File: config.mk
export PLATFORM = sky130hd
export DESIGN_NAME = rge_rail_enable_gating
export DESIGN_NICKNAME = d
export VERILOG_FILES = /design/src/verilog/rge_pkg.sv /design/src/verilog/rge_dly_if.sv /design/src/verilog/rge_edge_delay.sv /design/src/verilog/rge_rail_enable_gating.sv
export SDC_FILE = /design/constraint.sdc
export NUM_CORES = 1
export LEC_CHECK = 0
export ABC_AREA = 1
export BUFFER_PORTS_ARGS = -buffer_cell sky130_fd_sc_hd__buf_4
export CORE_ASPECT_RATIO = 0.6
export CORE_MARGIN = 5
export CORE_UTILIZATION = 46
export CTS_BUF_LIST = sky130_fd_sc_hd__clkbuf_4 sky130_fd_sc_hd__clkbuf_8
export CTS_CLUSTER_DIAMETER = 100
export CTS_CLUSTER_SIZE = 20
export DETAILED_ROUTE_END_ITERATION = 16
export PLACE_DENSITY = 0.67
export SLEW_MARGIN = 20
export SYNTH_ARGS = -nofsm -noshare
export SYNTH_HDL_FRONTEND = slang
export SYNTH_SLANG_ARGS = --single-unit
File: constraint.sdc
create_clock -name core_clk_i -period 8.2 [get_ports core_clk_i]
set_clock_uncertainty 0.1 [all_clocks]
set_input_delay 1.64 -clock core_clk_i [delete_from_list [all_inputs] [get_ports core_clk_i]]
set_output_delay 1.64 -clock core_clk_i [all_outputs]
set_load 0.005 [all_outputs]
File: src/verilog/rge_pkg.sv
// Constants, register map and delay table for the rail enable gating block
// Assumes a 100 MHz core clock and a byte-wide register port fed by the serial host
// Overview of operation
// - First rail rise delay from bits 2:0
// - First rail fall delay from bits 5:3
// - Mask bits 7:0 drop step-down/switch/aux flags
// - Mask bits drop first-switch and aux-three flags
// - Threshold code bits 6:5 go to monitor
// - Shared rail source chosen by bits 4:2
// - Registers reset to zero, then load factory values
// - Combine bit drives second switch from first
package rge_pkg;

   // ---------------------------------------------------------------
   // Register map
   // ---------------------------------------------------------------
   localparam logic [7:0] ADDR_EDGE_DELAYS = 8'h24;
   localparam logic [7:0] ADDR_GOOD_MASK = 8'h25;
   localparam logic [7:0] ADDR_SRC_THRESH = 8'h26;

   // ---------------------------------------------------------------
   // Field positions
   // ---------------------------------------------------------------
   localparam int RISE_LSB = 0;
   localparam int FALL_LSB = 3;
   localparam int MASK_FIRST_SWITCH_BIT = 1;
   localparam int MASK_AUX_THREE_BIT = 0;
   localparam int SRC_LSB = 2;
   localparam int THRESH_LSB = 5;

   // ---------------------------------------------------------------
   // Source select codes
   // ---------------------------------------------------------------
   localparam logic [2:0] SRC_PIN1 = 3'h0;
   localparam logic [2:0] SRC_PIN2 = 3'h1;
   localparam logic [2:0] SRC_PIN5 = 3'h2;
   localparam logic [2:0] SRC_PIN4 = 3'h3;
   localparam logic [2:0] SRC_PIN3 = 3'h4;
   localparam logic [2:0] SRC_PIN3_AND_4 = 3'h5;
   localparam logic [2:0] SRC_PIN6 = 3'h6;
   localparam logic [2:0] SRC_ALWAYS = 3'h7;

   // ---------------------------------------------------------------
   // Timing
   // ---------------------------------------------------------------
   localparam int CLK_PERIOD_NS = 10;
   localparam int TICK_NS = 100000;
   localparam int TICK_CYCLES = TICK_NS / CLK_PERIOD_NS;
   localparam int TICKS_PER_MS = 1000000 / TICK_NS;
   localparam int DLY_W = 10;

   // Delay code to 100 us ticks
   function automatic logic [DLY_W-1:0] delay_ticks(input logic [2:0] code);
      logic [DLY_W-1:0] ms;
      unique case (code)
         3'h0: ms = 10'h000;
         3'h1: ms = 10'h002;
         3'h2: ms = 10'h004;
         3'h3: ms = 10'h008;
         3'h4: ms = 10'h010;
         3'h5: ms = 10'h018;
         3'h6: ms = 10'h020;
         3'h7: ms = 10'h040;
      endcase
      delay_ticks = DLY_W'(ms * TICKS_PER_MS);
   endfunction

   typedef enum logic [1:0] {
      DLY_LOW = 2'b00,
      DLY_RISE = 2'b01,
      DLY_HIGH = 2'b11,
      DLY_FALL = 2'b10
   } rge_dly_state_t;

endpackage

File: src/verilog/rge_dly_if.sv
// Carrier between the gating top and its edge delay unit
// Assumes one clock domain shared by both ends
interface rge_dly_if;
   logic tick;
   logic level_in;
   logic [2:0] rise_code;
   logic [2:0] fall_code;
   logic level_out;
   modport ctrl (output tick, output level_in, output rise_code, output fall_code,
      input level_out);
   modport dly (input tick, input level_in, input rise_code, input fall_code,
      output level_out);
endinterface

File: src/verilog/rge_edge_delay.sv
// Programmable rise and fall delay on one enable level
// Assumes a one-cycle tick every 100 us from the top
module rge_edge_delay (
   input wire logic core_clk_i,
   input wire logic nrst_i,
   rge_dly_if.dly d
);

   rge_pkg::rge_dly_state_t state_q, state_d;
   logic [rge_pkg::DLY_W-1:0] cnt_q, cnt_d;
   logic [rge_pkg::DLY_W-1:0] rise_tgt, fall_tgt, cnt_inc;

   assign rise_tgt = rge_pkg::delay_ticks(d.rise_code);
   assign fall_tgt = rge_pkg::delay_ticks(d.fall_code);
   assign cnt_inc = cnt_q + 10'h001;
   assign d.level_out = state_q[1];

   // ---------------------------------------------------------------
   // Next state
   // ---------------------------------------------------------------
   always_comb begin
      state_d = state_q;
      cnt_d = cnt_q;
      unique case (state_q)
         rge_pkg::DLY_LOW: begin
            cnt_d = '0;
            if (d.level_in) begin
               state_d = (rise_tgt == '0) ? rge_pkg::DLY_HIGH : rge_pkg::DLY_RISE;
            end
         end
         rge_pkg::DLY_RISE: begin
            if (!d.level_in) begin
               state_d = rge_pkg::DLY_LOW;
            end else if (d.tick) begin
               cnt_d = cnt_inc;
               if (cnt_inc >= rise_tgt) begin
                  state_d = rge_pkg::DLY_HIGH;
               end
            end
         end
         rge_pkg::DLY_HIGH: begin
            cnt_d = '0;
            if (!d.level_in) begin
               state_d = (fall_tgt == '0) ? rge_pkg::DLY_LOW : rge_pkg::DLY_FALL;
            end
         end
         rge_pkg::DLY_FALL: begin
            if (d.level_in) begin
               state_d = rge_pkg::DLY_HIGH;
            end else if (d.tick) begin
               cnt_d = cnt_inc;
               if (cnt_inc >= fall_tgt) begin
                  state_d = rge_pkg::DLY_LOW;
               end
            end
         end
      endcase
   end

   always_ff @(posedge core_clk_i or negedge nrst_i) begin
      if (!nrst_i) begin
         state_q <= rge_pkg::DLY_LOW;
         cnt_q <= '0;
      end else begin
         state_q <= state_d;
         cnt_q <= cnt_d;
      end
   end

endmodule

File: src/verilog/rge_rail_enable_gating.sv
// Enable gating for the first switch rail and the shared switch/regulator rail
// Assumes synchronous control pins and power-good flags, and a byte register port
module rge_rail_enable_gating #(
   parameter int unsigned TICK_CYCLES = rge_pkg::TICK_CYCLES
) (
   input wire logic core_clk_i,
   input wire logic nrst_i,
   input wire logic [7:0] reg_addr_i,
   input wire logic [7:0] reg_wdata_i,
   input wire logic reg_wr_i,
   input wire logic reg_rd_i,
   output logic [7:0] reg_rdata_o,
   input wire logic [7:0] factory_edge_delays_i,
   input wire logic [7:0] factory_good_mask_i,
   input wire logic [7:0] factory_src_thresh_i,
   input wire logic [5:0] control_input_i,
   input wire logic switch_b_one_gate_i,
   input wire logic [9:0] power_good_flag_i,
   input wire logic combine_switch_enables_i,
   output logic switch_b_one_en_o,
   output logic switch_b_two_en_o,
   output logic shared_switch_regulator_rail_en_o,
   output logic [1:0] shared_rail_good_threshold_o
);

   // ---------------------------------------------------------------
   // Registers
   // ---------------------------------------------------------------
   logic load_pend_q, load_pend_d;
   logic [7:0] edge_delays_q, edge_delays_d;
   logic [7:0] good_mask_q, good_mask_d;
   logic [7:0] src_thresh_q, src_thresh_d;
   logic [7:0] rdata_q, rdata_d;

   always_comb begin
      load_pend_d = 1'b0;
      edge_delays_d = edge_delays_q;
      good_mask_d = good_mask_q;
      src_thresh_d = src_thresh_q;
      rdata_d = rdata_q;
      if (load_pend_q) begin
         edge_delays_d = factory_edge_delays_i;
         good_mask_d = factory_good_mask_i;
         src_thresh_d = factory_src_thresh_i;
      end else if (reg_wr_i) begin
         unique case (reg_addr_i)
            rge_pkg::ADDR_EDGE_DELAYS: edge_delays_d = reg_wdata_i;
            rge_pkg::ADDR_GOOD_MASK: good_mask_d = reg_wdata_i;
            rge_pkg::ADDR_SRC_THRESH: src_thresh_d = reg_wdata_i;
            default: ;
         endcase
      end
      if (reg_rd_i) begin
         unique case (reg_addr_i)
            rge_pkg::ADDR_EDGE_DELAYS: rdata_d = edge_delays_q;
            rge_pkg::ADDR_GOOD_MASK: rdata_d = good_mask_q;
            rge_pkg::ADDR_SRC_THRESH: rdata_d = src_thresh_q;
            default: rdata_d = 8'h00;
         endcase
      end
   end

   always_ff @(posedge core_clk_i or negedge nrst_i) begin
      if (!nrst_i) begin
         load_pend_q <= 1'b1;
         edge_delays_q <= 8'h00;
         good_mask_q <= 8'h00;
         src_thresh_q <= 8'h00;
         rdata_q <= 8'h00;
      end else begin
         load_pend_q <= load_pend_d;
         edge_delays_q <= edge_delays_d;
         good_mask_q <= good_mask_d;
         src_thresh_q <= src_thresh_d;
         rdata_q <= rdata_d;
      end
   end

   // ---------------------------------------------------------------
   // Timebase
   // ---------------------------------------------------------------
   logic [31:0] div_q, div_d;
   logic tick_q, tick_d;

   always_comb begin
      tick_d = 1'b0;
      div_d = div_q + 32'h00000001;
      if (div_q >= 32'(TICK_CYCLES - 1)) begin
         div_d = 32'h00000000;
         tick_d = 1'b1;
      end
   end

   always_ff @(posedge core_clk_i or negedge nrst_i) begin
      if (!nrst_i) begin
         div_q <= 32'h00000000;
         tick_q <= 1'b0;
      end else begin
         div_q <= div_d;
         tick_q <= tick_d;
      end
   end

   // ---------------------------------------------------------------
   // First switch rail delay
   // ---------------------------------------------------------------
   rge_dly_if dly_bus ();
   assign dly_bus.tick = tick_q;
   // Gate held off until the start values are loaded
   assign dly_bus.level_in = switch_b_one_gate_i & ~load_pend_q;
   assign dly_bus.rise_code = edge_delays_q[rge_pkg::RISE_LSB +: 3];
   assign dly_bus.fall_code = edge_delays_q[rge_pkg::FALL_LSB +: 3];

   rge_edge_delay u_first_dly (
      .core_clk_i(core_clk_i),
      .nrst_i(nrst_i),
      .d(dly_bus.dly)
   );

   // ---------------------------------------------------------------
   // Shared rail gating
   // ---------------------------------------------------------------
   logic [2:0] src_sel;
   logic src_level;
   logic [9:0] mask_all;
   logic good_ok;

   assign src_sel = src_thresh_q[rge_pkg::SRC_LSB +: 3];
   assign mask_all = {src_thresh_q[rge_pkg::MASK_FIRST_SWITCH_BIT],
      src_thresh_q[rge_pkg::MASK_AUX_THREE_BIT], good_mask_q};
   assign good_ok = &(power_good_flag_i | mask_all);

   always_comb begin
      unique case (src_sel)
         rge_pkg::SRC_PIN1: src_level = control_input_i[0];
         rge_pkg::SRC_PIN2: src_level = control_input_i[1];
         rge_pkg::SRC_PIN5: src_level = control_input_i[4];
         rge_pkg::SRC_PIN4: src_level = control_input_i[3];
         rge_pkg::SRC_PIN3: src_level = control_input_i[2];
         rge_pkg::SRC_PIN3_AND_4: src_level = control_input_i[2] & control_input_i[3];
         rge_pkg::SRC_PIN6: src_level = control_input_i[5];
         rge_pkg::SRC_ALWAYS: src_level = 1'b1;
      endcase
   end

   // ---------------------------------------------------------------
   // Outputs
   // ---------------------------------------------------------------
   logic first_en_d, second_en_d, shared_en_d;
   logic [1:0] thresh_d;

   always_comb begin
      first_en_d = dly_bus.level_out;
      shared_en_d = src_level & good_ok;
      second_en_d = combine_switch_enables_i ? dly_bus.level_out : shared_en_d;
      thresh_d = src_thresh_q[rge_pkg::THRESH_LSB +: 2];
   end

   always_ff @(posedge core_clk_i or negedge nrst_i) begin
      if (!nrst_i) begin
         switch_b_one_en_o <= 1'b0;
         switch_b_two_en_o <= 1'b0;
         shared_switch_regulator_rail_en_o <= 1'b0;
         shared_rail_good_threshold_o <= 2'h0;
      end else begin
         switch_b_one_en_o <= first_en_d;
         switch_b_two_en_o <= second_en_d;
         shared_switch_regulator_rail_en_o <= shared_en_d;
         shared_rail_good_threshold_o <= thresh_d;
      end
   end

   assign reg_rdata_o = rdata_q;
endmodule

==> impl_results.md, run 1 <==
* Post-Syn Instances at 631
* Total Nets Final at 826
* FF-to-FF path depth at 19
* IO Count at 75
* Most numerous cell in the Yosys netlist: nand2_1
* Worst skew pair latency at 0.37 ns
* Setup TNS Final at 0 ns
* Slowest library cell on the worst path: dfrtp_1
* Post-Synthesis Cell Area at 4930 um^2
* Htree depth at 3
* DIE HEIGHT at 90.2 um
* Met2 GRT Util at 0.254
* Flop-to-flop setup slack at 4.81 ns
* Clock Pin Slew Worst Setup and Hold Paths at 0.09 ns
* Setup-failing EPs final at 0
* Total CTS buffers at 9
* Clock sinks at 83
* Hold Crit Depth at 0
* 1st-iter DRT viols at 309
* Routed vias at 4,337
* Critical path endpoint category: flip-flop
* Per-cell routed wire length at 13.4 um
* Post-synth ARST share at 1.00
* Seq cells post-synth at 83
* Hold Path Class: flip-flop to flip-flop
* Largest cells by area after synthesis: dfrtp_1 42%, nand2_1 12%, ha_1 9.4%
* Arr. time, crit path at 3.56 ns
* Starting Density at 0.468
* Synth-to-Final Area Change at 19.3%
* Worst-Margin Slew at 1.16 ns
* Power per Cell Area at 175 nW/um^2
* Core Region at 10,500 um^2
* Post-synth top area cell: dfrtp_1
* Overflow after GRT at 0
* Min-Delay Startpoint: src_thresh_q[5]$_DFFE_PN0P_
* CTS resizes at 0
* Port Buffer Count at 74
* Residual DRC at 0
* Yosys cell types at 34
* Slew headroom at 0.219
* Proportion of layout cells with a drive suffix above 1 at 0.144
* GRT met3 Usage at 0.0509
* Critical path cell sequence: inv_1 > nand2_1 > nand2_1 > nor2_1 > ha_1 > ha_1 > inv_1 > fa_1 > nor2_1 > nor2_1 > xor2_1 > ha_1 > nand2_1 > nor2_1 > nand4_1 > nand4_1 > nand3_1 > nand2_1 > nand2_1
* Final Hold Vio Count at 0
* Largest net degree at the start of global routing at 84
* Warnings, synthesis at 0
* CP required at 8.37 ns
* FP Rows at 29
* Fin util at 0.559
* Slew Viols, Final at 0
* CP Buf/Inv Count at 2
* Reg2reg end: u_first_dly.state_q[1]$_DFFE_PN0P_
* Top cells by count, synth: 156 x nand2_1, 82 x dfrtp_1, 78 x inv_1
* Most Used Layer, Global Route: met1
* F_max at 0.295 GHz
* Post-synthesis area per instance at 7.81 um^2
* DP Wirelength at 9210 um
* Clock Tree Buf Depth at 2
* Maximum VDD drop at 0.0807 mV
* Drt total wl at 11,700 um
* Post-synth EDFFs at 0
* First-pass GRT wire length at 19,100 um
* Setup Crit Path Kind: flip-flop to flip-flop
* Antenna-violating nets left at 0
* Total GRT Usage at 0.185
* Post-CTS Hold Buffers at 0
* Vias in the first global route at 3,975
* Via density per instance at 4.99
* Critical path fanouts, max at 6
* CTS tree: yes
* Clock root cell: clkbuf_8
* Placer congestion estimate at 0.877
* Final cycle utilization of the critical path at 0.414
* Seq/Total Area, Yosys at 0.422
* Die ar. at 12,900 um^2
* Initial antenna violation count at 0
* N_diodes at 0
* Top cell type's share of synthesized area at 0.417
* Pleak at 3.09 nW
* Most used cell, CP: nand2_1
* Max-capacitance violation count at 0
* Startpoint class of the critical path: flip-flop
* Hold Path End: shared_rail_good_threshold_o[0]$_DFF_PN0_
* Pre-antenna DRT Iters at 5
* Most common flop cell mapped by yosys: dfrtp_1
* CP top delay family: simple AND/OR/NAND/NOR gates
* Die X at 144 um
* Postcts setup bufs at 0
* CP peak stage delay at 0.47 ns
* Clock period minus worst slack at 3.39 ns
* R2r startpoint: edge_delays_q[4]$_DFFE_PN0P_
* Status: completed
* Met1 Resource Use GR at 0.280
* RSZ-0062 raised after global routing: false
final cells by class:
class                   instances  area [um^2]
well taps                     139          174
clock inverters                 7         67.6
multi-input cells             476         2560
fillers                       981         4650
inverters                      79          299
flip-flops and latches         83         2080
clock buffers                   9          124
repair buffers                 76          574
power breakdown:
group	internal, mW	switching (mW)	total, mW
logic	0.102	0.166	0.269
registers	0.440	0.0298	0.470
clock network	0.118	0.169	0.288
total	0.661	0.366	1.03
worst reg2reg max path, stage by stage (launching register included):
cell and delay (ns):
dfrtp_1 0.47, inv_1 0.09, nand2_1 0.13, nand2_1 0.07, nor2_1 0.17, ha_1 0.18, ha_1 0.17, inv_1 0.06
fa_1 0.40, nor2_1 0.12, nor2_1 0.08, xor2_1 0.16, ha_1 0.31, nand2_1 0.07, nor2_1 0.14, nand4_1 0.17
nand4_1 0.16, nand3_1 0.11, nand2_1 0.07, nand2_1 0.05
logic make-up after synthesis:
logic type      count (synthesis)  share of synthesized area
simple gates                  327                      0.291
buf+inv                        94                     0.0752
flops                          83                      0.422
fa+ha+maj                      39                      0.102
xor+xnor                       21                     0.0373
other cells                     2                    0.00152
compound gates                 65                     0.0711
worst max path at each step:
| stage | cells past startpoint | endpoint | startpoint |
|---|---|---|---|
| 2_1_floorplan | 20 | u_first_dly.state_q[1]$_DFFE_PN0P_ | edge_delays_q[2]$_DFFE_PN0P_ |
| 3_3_place_gp | 7 | edge_delays_q[1]$_DFFE_PN0P_ | reg_addr_i[3] |
| 4_1_cts | 19 | u_first_dly.state_q[1]$_DFFE_PN0P_ | edge_delays_q[4]$_DFFE_PN0P_ |
| 5_1_grt | 19 | u_first_dly.state_q[0]$_DFFE_PN0P_ | edge_delays_q[4]$_DFFE_PN0P_ |
| 3_5_place_dp | 8 | edge_delays_q[2]$_DFFE_PN0P_ | reg_addr_i[3] |
| 6_report | 19 | u_first_dly.state_q[1]$_DFFE_PN0P_ | edge_delays_q[4]$_DFFE_PN0P_ |
flip-flops by register name, indices dropped and copies added, names as in the netlist:
name                               count
switch_b_two_en_o                      1
switch_b_one_en_o                      1
div_q                                 32
load_pend_q                            1
u_first_dly.state_q                    2
reg_rdata_o                            8
dly_bus.tick                           1
shared_switch_regulator_rail_en_o      1
u_first_dly.cnt_q                     10
shared_rail_good_threshold_o           2
edge_delays_q                          8
good_mask_q                            8
src_thresh_q                           8
stage by stage:
stage	setup slack, ns	total power [mW]	cell area (um^2)	std cells	hold WS [ns]
detailed placement	4.50	0.743	5680	853	0.288
finish	4.81	1.03	5880	869	0.311
CTS	4.84	1.04	5870	869	0.312
global placement	4.64	0.734	5680	853	0.290
floorplan	5.29	0.650	5010	653	0.275
global route	4.55	1.09	5880	869	0.325
placed cells by master (no fill, tap or decap):
master,synthesis,routed
o21ai_1,9,9
o22a_1,1,1
a21oi_1,21,21
dfstp_2,1,1
buf_6,0,1
and2_1,1,1
nand3_1,67,67
or2_2,5,5
fa_1,2,2
nand2_2,1,1
o211ai_1,1,1
nand4_1,17,17
clkbuf_8,0,9
xor2_1,16,16
nor3_2,1,1
nor3_1,9,9
conb_1,2,24
nor2_4,1,1
nor4_1,2,2
inv_4,1,1
o211ai_2,1,1
dfrtp_1,82,82
nor2_1,62,62
xnor2_1,5,5
inv_1,78,78
a21o_1,2,2
ha_1,37,37
nand3b_1,3,3
inv_8,0,4
clkinvlp_4,0,3
nand2_1,156,156
buf_4,2,75
o21ai_0,25,25
nor4_4,1,1
o22ai_1,5,5
nor2_2,1,1
per-layer routing:
metal,wire (um),share of wire,up-vias
li1,-,-,2205
met2,4860,0.42,125
met1,5910,0.51,1991
met4,172,0.015,0
met3,743,0.064,16
met5,0,0,-
(Power assumes the default switching activity.)
==> inputs of run 2 (changes only) <==
--- a/config.mk
+++ b/config.mk
@@ -5,7 +5,7 @@
 export SDC_FILE = /design/constraint.sdc
 export NUM_CORES = 1
 export LEC_CHECK = 0
-export ABC_AREA = 1
+export ABC_AREA = 0
 export BUFFER_PORTS_ARGS = -buffer_cell sky130_fd_sc_hd__buf_4
 export CORE_ASPECT_RATIO = 0.6
 export CORE_MARGIN = 5
@@ -14,7 +14,7 @@
 export CTS_CLUSTER_DIAMETER = 100
 export CTS_CLUSTER_SIZE = 20
 export DETAILED_ROUTE_END_ITERATION = 16
-export PLACE_DENSITY = 0.67
+export PLACE_DENSITY = 0.7
 export SLEW_MARGIN = 20
 export SYNTH_ARGS = -nofsm -noshare
 export SYNTH_HDL_FRONTEND = slang
==> constraint.sdc (replaced) <==
create_clock -name core_clk_i -period 2.9 [get_ports core_clk_i]
set_clock_uncertainty 0.1 [all_clocks]
set_input_delay 0.58 -clock core_clk_i [delete_from_list [all_inputs] [get_ports core_clk_i]]
set_output_delay 0.58 -clock core_clk_i [all_outputs]
set_load 0.005 [all_outputs]
==> run 2 against run 1 <==
  * Sequential share of layout area down 1.3 points
  * Die area is 4.6% lower
  * Final area up 3.8%
  * The flow now finishes with violations (negative setup slack)
  * Combinational power rose to 3.3 times the previous value
  * Total power grew to 3.0 times the previous value
  * Synthesized cell count fell by 24%
  * Clock-buffer cell count unchanged
  * Non-clock buffer count increased by 39
  * Global-route usage is 0.46 points higher
  * First-iteration DRC count fell by 26%
  * Flip-flop and latch count stayed put
  * Sequential power grew to 2.8 times the previous value
==> impl_results.md, run 2 <==
* Status: complete, but fails checks
* Failing checks: negative setup slack
* Final cycle utilization of the critical path at 1.13 (+0.721)
* Htree depth at 3 (unchanged)
* Per-cell routed wire length at 15.7 um (+17%)
* Drt total wl at 11,800 um (+0.74%)
* FF-to-FF path depth at 15 (-4)
* Worst setup margin at -0.391 ns (-5.20 ns)
* Worst-Margin Slew at 0.657 ns (-0.506 ns)
* N_diodes at 0 (unchanged)
* R2r startpoint: edge_delays_q[5]$_DFFE_PN0P_
* Setup Crit Path Kind: flip-flop to flip-flop
* FP Rows at 28 (-3.4%)
* Top cells by count, synth: 82 x dfrtp_1, 51 x nand2_1, 41 x nor2_1
* Synth-to-Final Area Change at 30.4%
* Most frequent cells in the layout: 113 x buf_4, 82 x dfrtp_1, 51 x nand2_1
* Setup-failing EPs final at 2 (+2)
* Comb pwr share at 0.292 (+0.030)
* Crit path launch: edge_delays_q[5]$_DFFE_PN0P_
* Warnings, synthesis at 0 (unchanged)
* Reg2reg end: u_first_dly.state_q[1]$_DFFE_PN0P_
* Clock Pin Slew Worst Setup and Hold Paths at 0.09 ns (about the same)
* Most numerous cell in the Yosys netlist: dfrtp_1
* 1st-iter DRT viols at 230 (-26%)
* Proportion of layout cells with a drive suffix above 1 at 0.265 (+0.121)
* Top cell type's share of synthesized area at 0.439 (+0.0222)
* Largest Register: div_q
* Final Hold Vio Count at 0 (unchanged)
* Wl on met1 at 5690 um (-3.7%)
* CP Capture Point: u_first_dly.state_q[1]$_DFFE_PN0P_
* Clock sinks at 83 (unchanged)
* Maximum VDD drop at 0.335 mV (+320%)
* Most common flop cell mapped by yosys: dfrtp_1
* Post-Synthesis Cell Area at 4680 um^2 (-5.1%)
* Antenna-violating nets left at 0 (unchanged)
* Largest cells by area after synthesis: dfrtp_1 44%, ha_1 9.9%, mux2i_1 8.1%
* Total CTS buffers at 9 (unchanged)
* Die X at 140 um (-2.4%)
* Placer congestion estimate at 0.824 (-6.0%)
* Die ar. at 12,400 um^2 (-4.6%)
* Clock period minus worst slack at 3.29 ns (-0.0996 ns)
* Arr. time, crit path at 3.48 ns (-0.08 ns)
* Critical path endpoint category: flip-flop
* Pre-antenna DRT Iters at 5 (unchanged)
* Hold Path Class: input port to asynchronous set/reset pin
* Via density per instance at 5.12 (+2.6%)
* Max-capacitance violation count at 0 (unchanged)
* Starting Density at 0.473 (+0.00527)
* Overflow after GRT at 0 (unchanged)
* Slew headroom at 0.561 (+0.342)
* NetSw at 1.04 mW (+180%)
* Critical path fanouts, max at 3 (-3)
* Met2 WL post-DR at 5200 um (+7.0%)
* Post-Syn Instances at 481 (-24%)
* Core Region at 9880 um^2 (-6.1%)
* Max reg flops at 32 (unchanged)
* Yosys cell types at 45 (+32%)
* Seq cells post-synth at 83 (unchanged)
* Largest regs: div_q x32, u_first_dly.cnt_q x10
* Clock root cell: clkbuf_8
* Top layer in use: met4
* Flop-to-flop setup slack at -0.39 ns (-5.20 ns)
* Clock Tree Buf Depth at 2 (unchanged)
* Initial antenna violation count at 0 (unchanged)
* Internal Power at 1.99 mW (+200%)
* Post-synth top area cell: dfrtp_1
* Placement Setup Slack at -0.437 ns (-4.94 ns)
* Routed vias at 3,841 (-11%)
* Clock power share at 0.274 (-0.006)
* Post-synthesis area per instance at 9.72 um^2 (+25%)
* Largest net degree at the start of global routing at 84 (unchanged)
* Sw frac at 0.343 (-0.0129)
* Slew Viols, Final at 0 (unchanged)
* Port Buffer Count at 74 (unchanged)
* First-pass GRT wire length at 18,600 um (-2.5%)
* Seq/Total Area, Yosys at 0.444 (+0.0225)
* Post-synth EDFFs at 0 (unchanged)
* DR WL met3 at 678 um (-8.7%)
* Residual DRC at 0 (unchanged)
* Total GRT Usage at 0.190 (+0.00464)
* Flop pwr share at 0.434 (-0.024)
* Total Nets Final at 711 (-14%)
* Startpoint class of the critical path: flip-flop
* Power per Cell Area at 497 nW/um^2 (+180%)
* Pleak at 2.97 nW (-3.8%)
* RSZ-0062 raised after global routing: true
* DP Wirelength at 8540 um (-7.3%)
* Post-CTS Hold Buffers at 0 (unchanged)
* Worst skew pair latency at 0.38 ns (about the same)
* CP required at 3.09 ns (-5.28 ns)
* Setup TNS Final at -0.782 ns (-0.782 ns)
* IO Count at 75 (unchanged)
* Post-synth ARST share at 1.00 (unchanged)
* Most common cell after layout, fill and taps aside: buf_4
* CTS tree: yes
* Vias in the first global route at 3,790 (-4.7%)
* DIE HEIGHT at 88.1 um (-2.3%)
* F_max at 0.304 GHz (+3.0%)
-- run 2: changes by cell type in the layout (fill, tap and decap cells not counted), moves of 22 or more --
| cell | previous run | this run |
|---|---|---|
| buf_4 | 75 | 113 |
| nand2_1 | 156 | 51 |
| nor2_1 | 62 | 40 |
| inv_1 | 78 | 22 |
| mux2i_1 | 0 | 38 |
| nand3_1 | 67 | 10 |
-- run 2: area by class of cell --
type | instances | area, um^2
multi-input cells | 374 | 2670
inverters | 27 | 101
clock buffers | 9 | 124
clock inverters | 7 | 76.3
well taps | 135 | 169
fillers | 838 | 3780
flip-flops and latches | 83 | 2080
repair buffers | 115 | 880
-- run 2: cells by family after synthesis --
group,count (synthesis),share of synthesized area
simple gates,152,0.159
flops,83,0.444
buf+inv,46,0.0380
other cells,2,0.00161
mux,39,0.0837
xor+xnor,26,0.0487
fa+ha+maj,39,0.108
compound gates,94,0.117
-- run 2: worst max-delay path: stages, from the launching register on --
cell and delay (ns):
dfrtp_1 0.41, buf_6 0.14, buf_4 0.13, and3_4 0.15
ha_4 0.27, inv_2 0.04, fa_2 0.40, nor2b_1 0.11
o21ai_1 0.07, nand2b_1 0.10, xnor2_1 0.14, ha_1 0.28
a2111oi_2 0.37, o21ai_1 0.14, o2111ai_2 0.12, mux2i_1 0.22
-- run 2: timing repair --
item                                    4_1_cts  5_1_grt
endpoints found under the setup margin        2        2
gates resized for setup                       7       21
pin swaps                                     2       11
buffers inserted                              9        2
-- run 2: power groups by stage --
stage / sequential, mW / clock, mW / combinational [mW]
after floorplan: 1.32 / 0 / 0.509
after global placement: 1.33 / 0 / 0.789
after detailed placement: 1.34 / 0 / 0.811
after CTS: 1.31 / 0.856 / 0.848
after global routing: 1.33 / 0.919 / 0.993
final: 1.32 / 0.832 / 0.886
-- run 2: through the flow --
step	instances	utilization	total power, mW	hold slack (ns)	area, um^2
2_1_floorplan	503	-	1.83	0.184	4820
3_3_place_gp	723	0.575	2.12	0.297	5680
3_5_place_dp	723	0.575	2.15	0.304	5680
4_1_cts	748	0.605	3.02	0.132	5970
5_1_grt	750	0.617	3.24	0.136	6100
6_report	750	0.617	3.03	0.115	6100
-- run 2: per-layer routing --
| layer | GRT usage | vias up |
|---|---|---|
| met4 | 0.0493 | 0 |
| li1 | - | 1902 |
| met5 | 0 | - |
| met3 | 0.0491 | 20 |
| met2 | 0.283 | 104 |
| met1 | 0.276 | 1815 |
-- run 2: worst min path at each step --
stage                                startpoint                                        end  slack, ns
floorplan                                nrst_i                         div_q[0]$_DFF_PN0_       0.18
global placement    src_thresh_q[5]$_DFFE_PN0P_  shared_rail_good_threshold_o[0]$_DFF_PN0_       0.30
detailed placement  src_thresh_q[5]$_DFFE_PN0P_  shared_rail_good_threshold_o[0]$_DFF_PN0_       0.30
CTS                                      nrst_i           u_first_dly.cnt_q[1]$_DFFE_PN0P_       0.13
global route                             nrst_i           u_first_dly.cnt_q[1]$_DFFE_PN0P_       0.14
finish                                   nrst_i           u_first_dly.cnt_q[1]$_DFFE_PN0P_       0.12
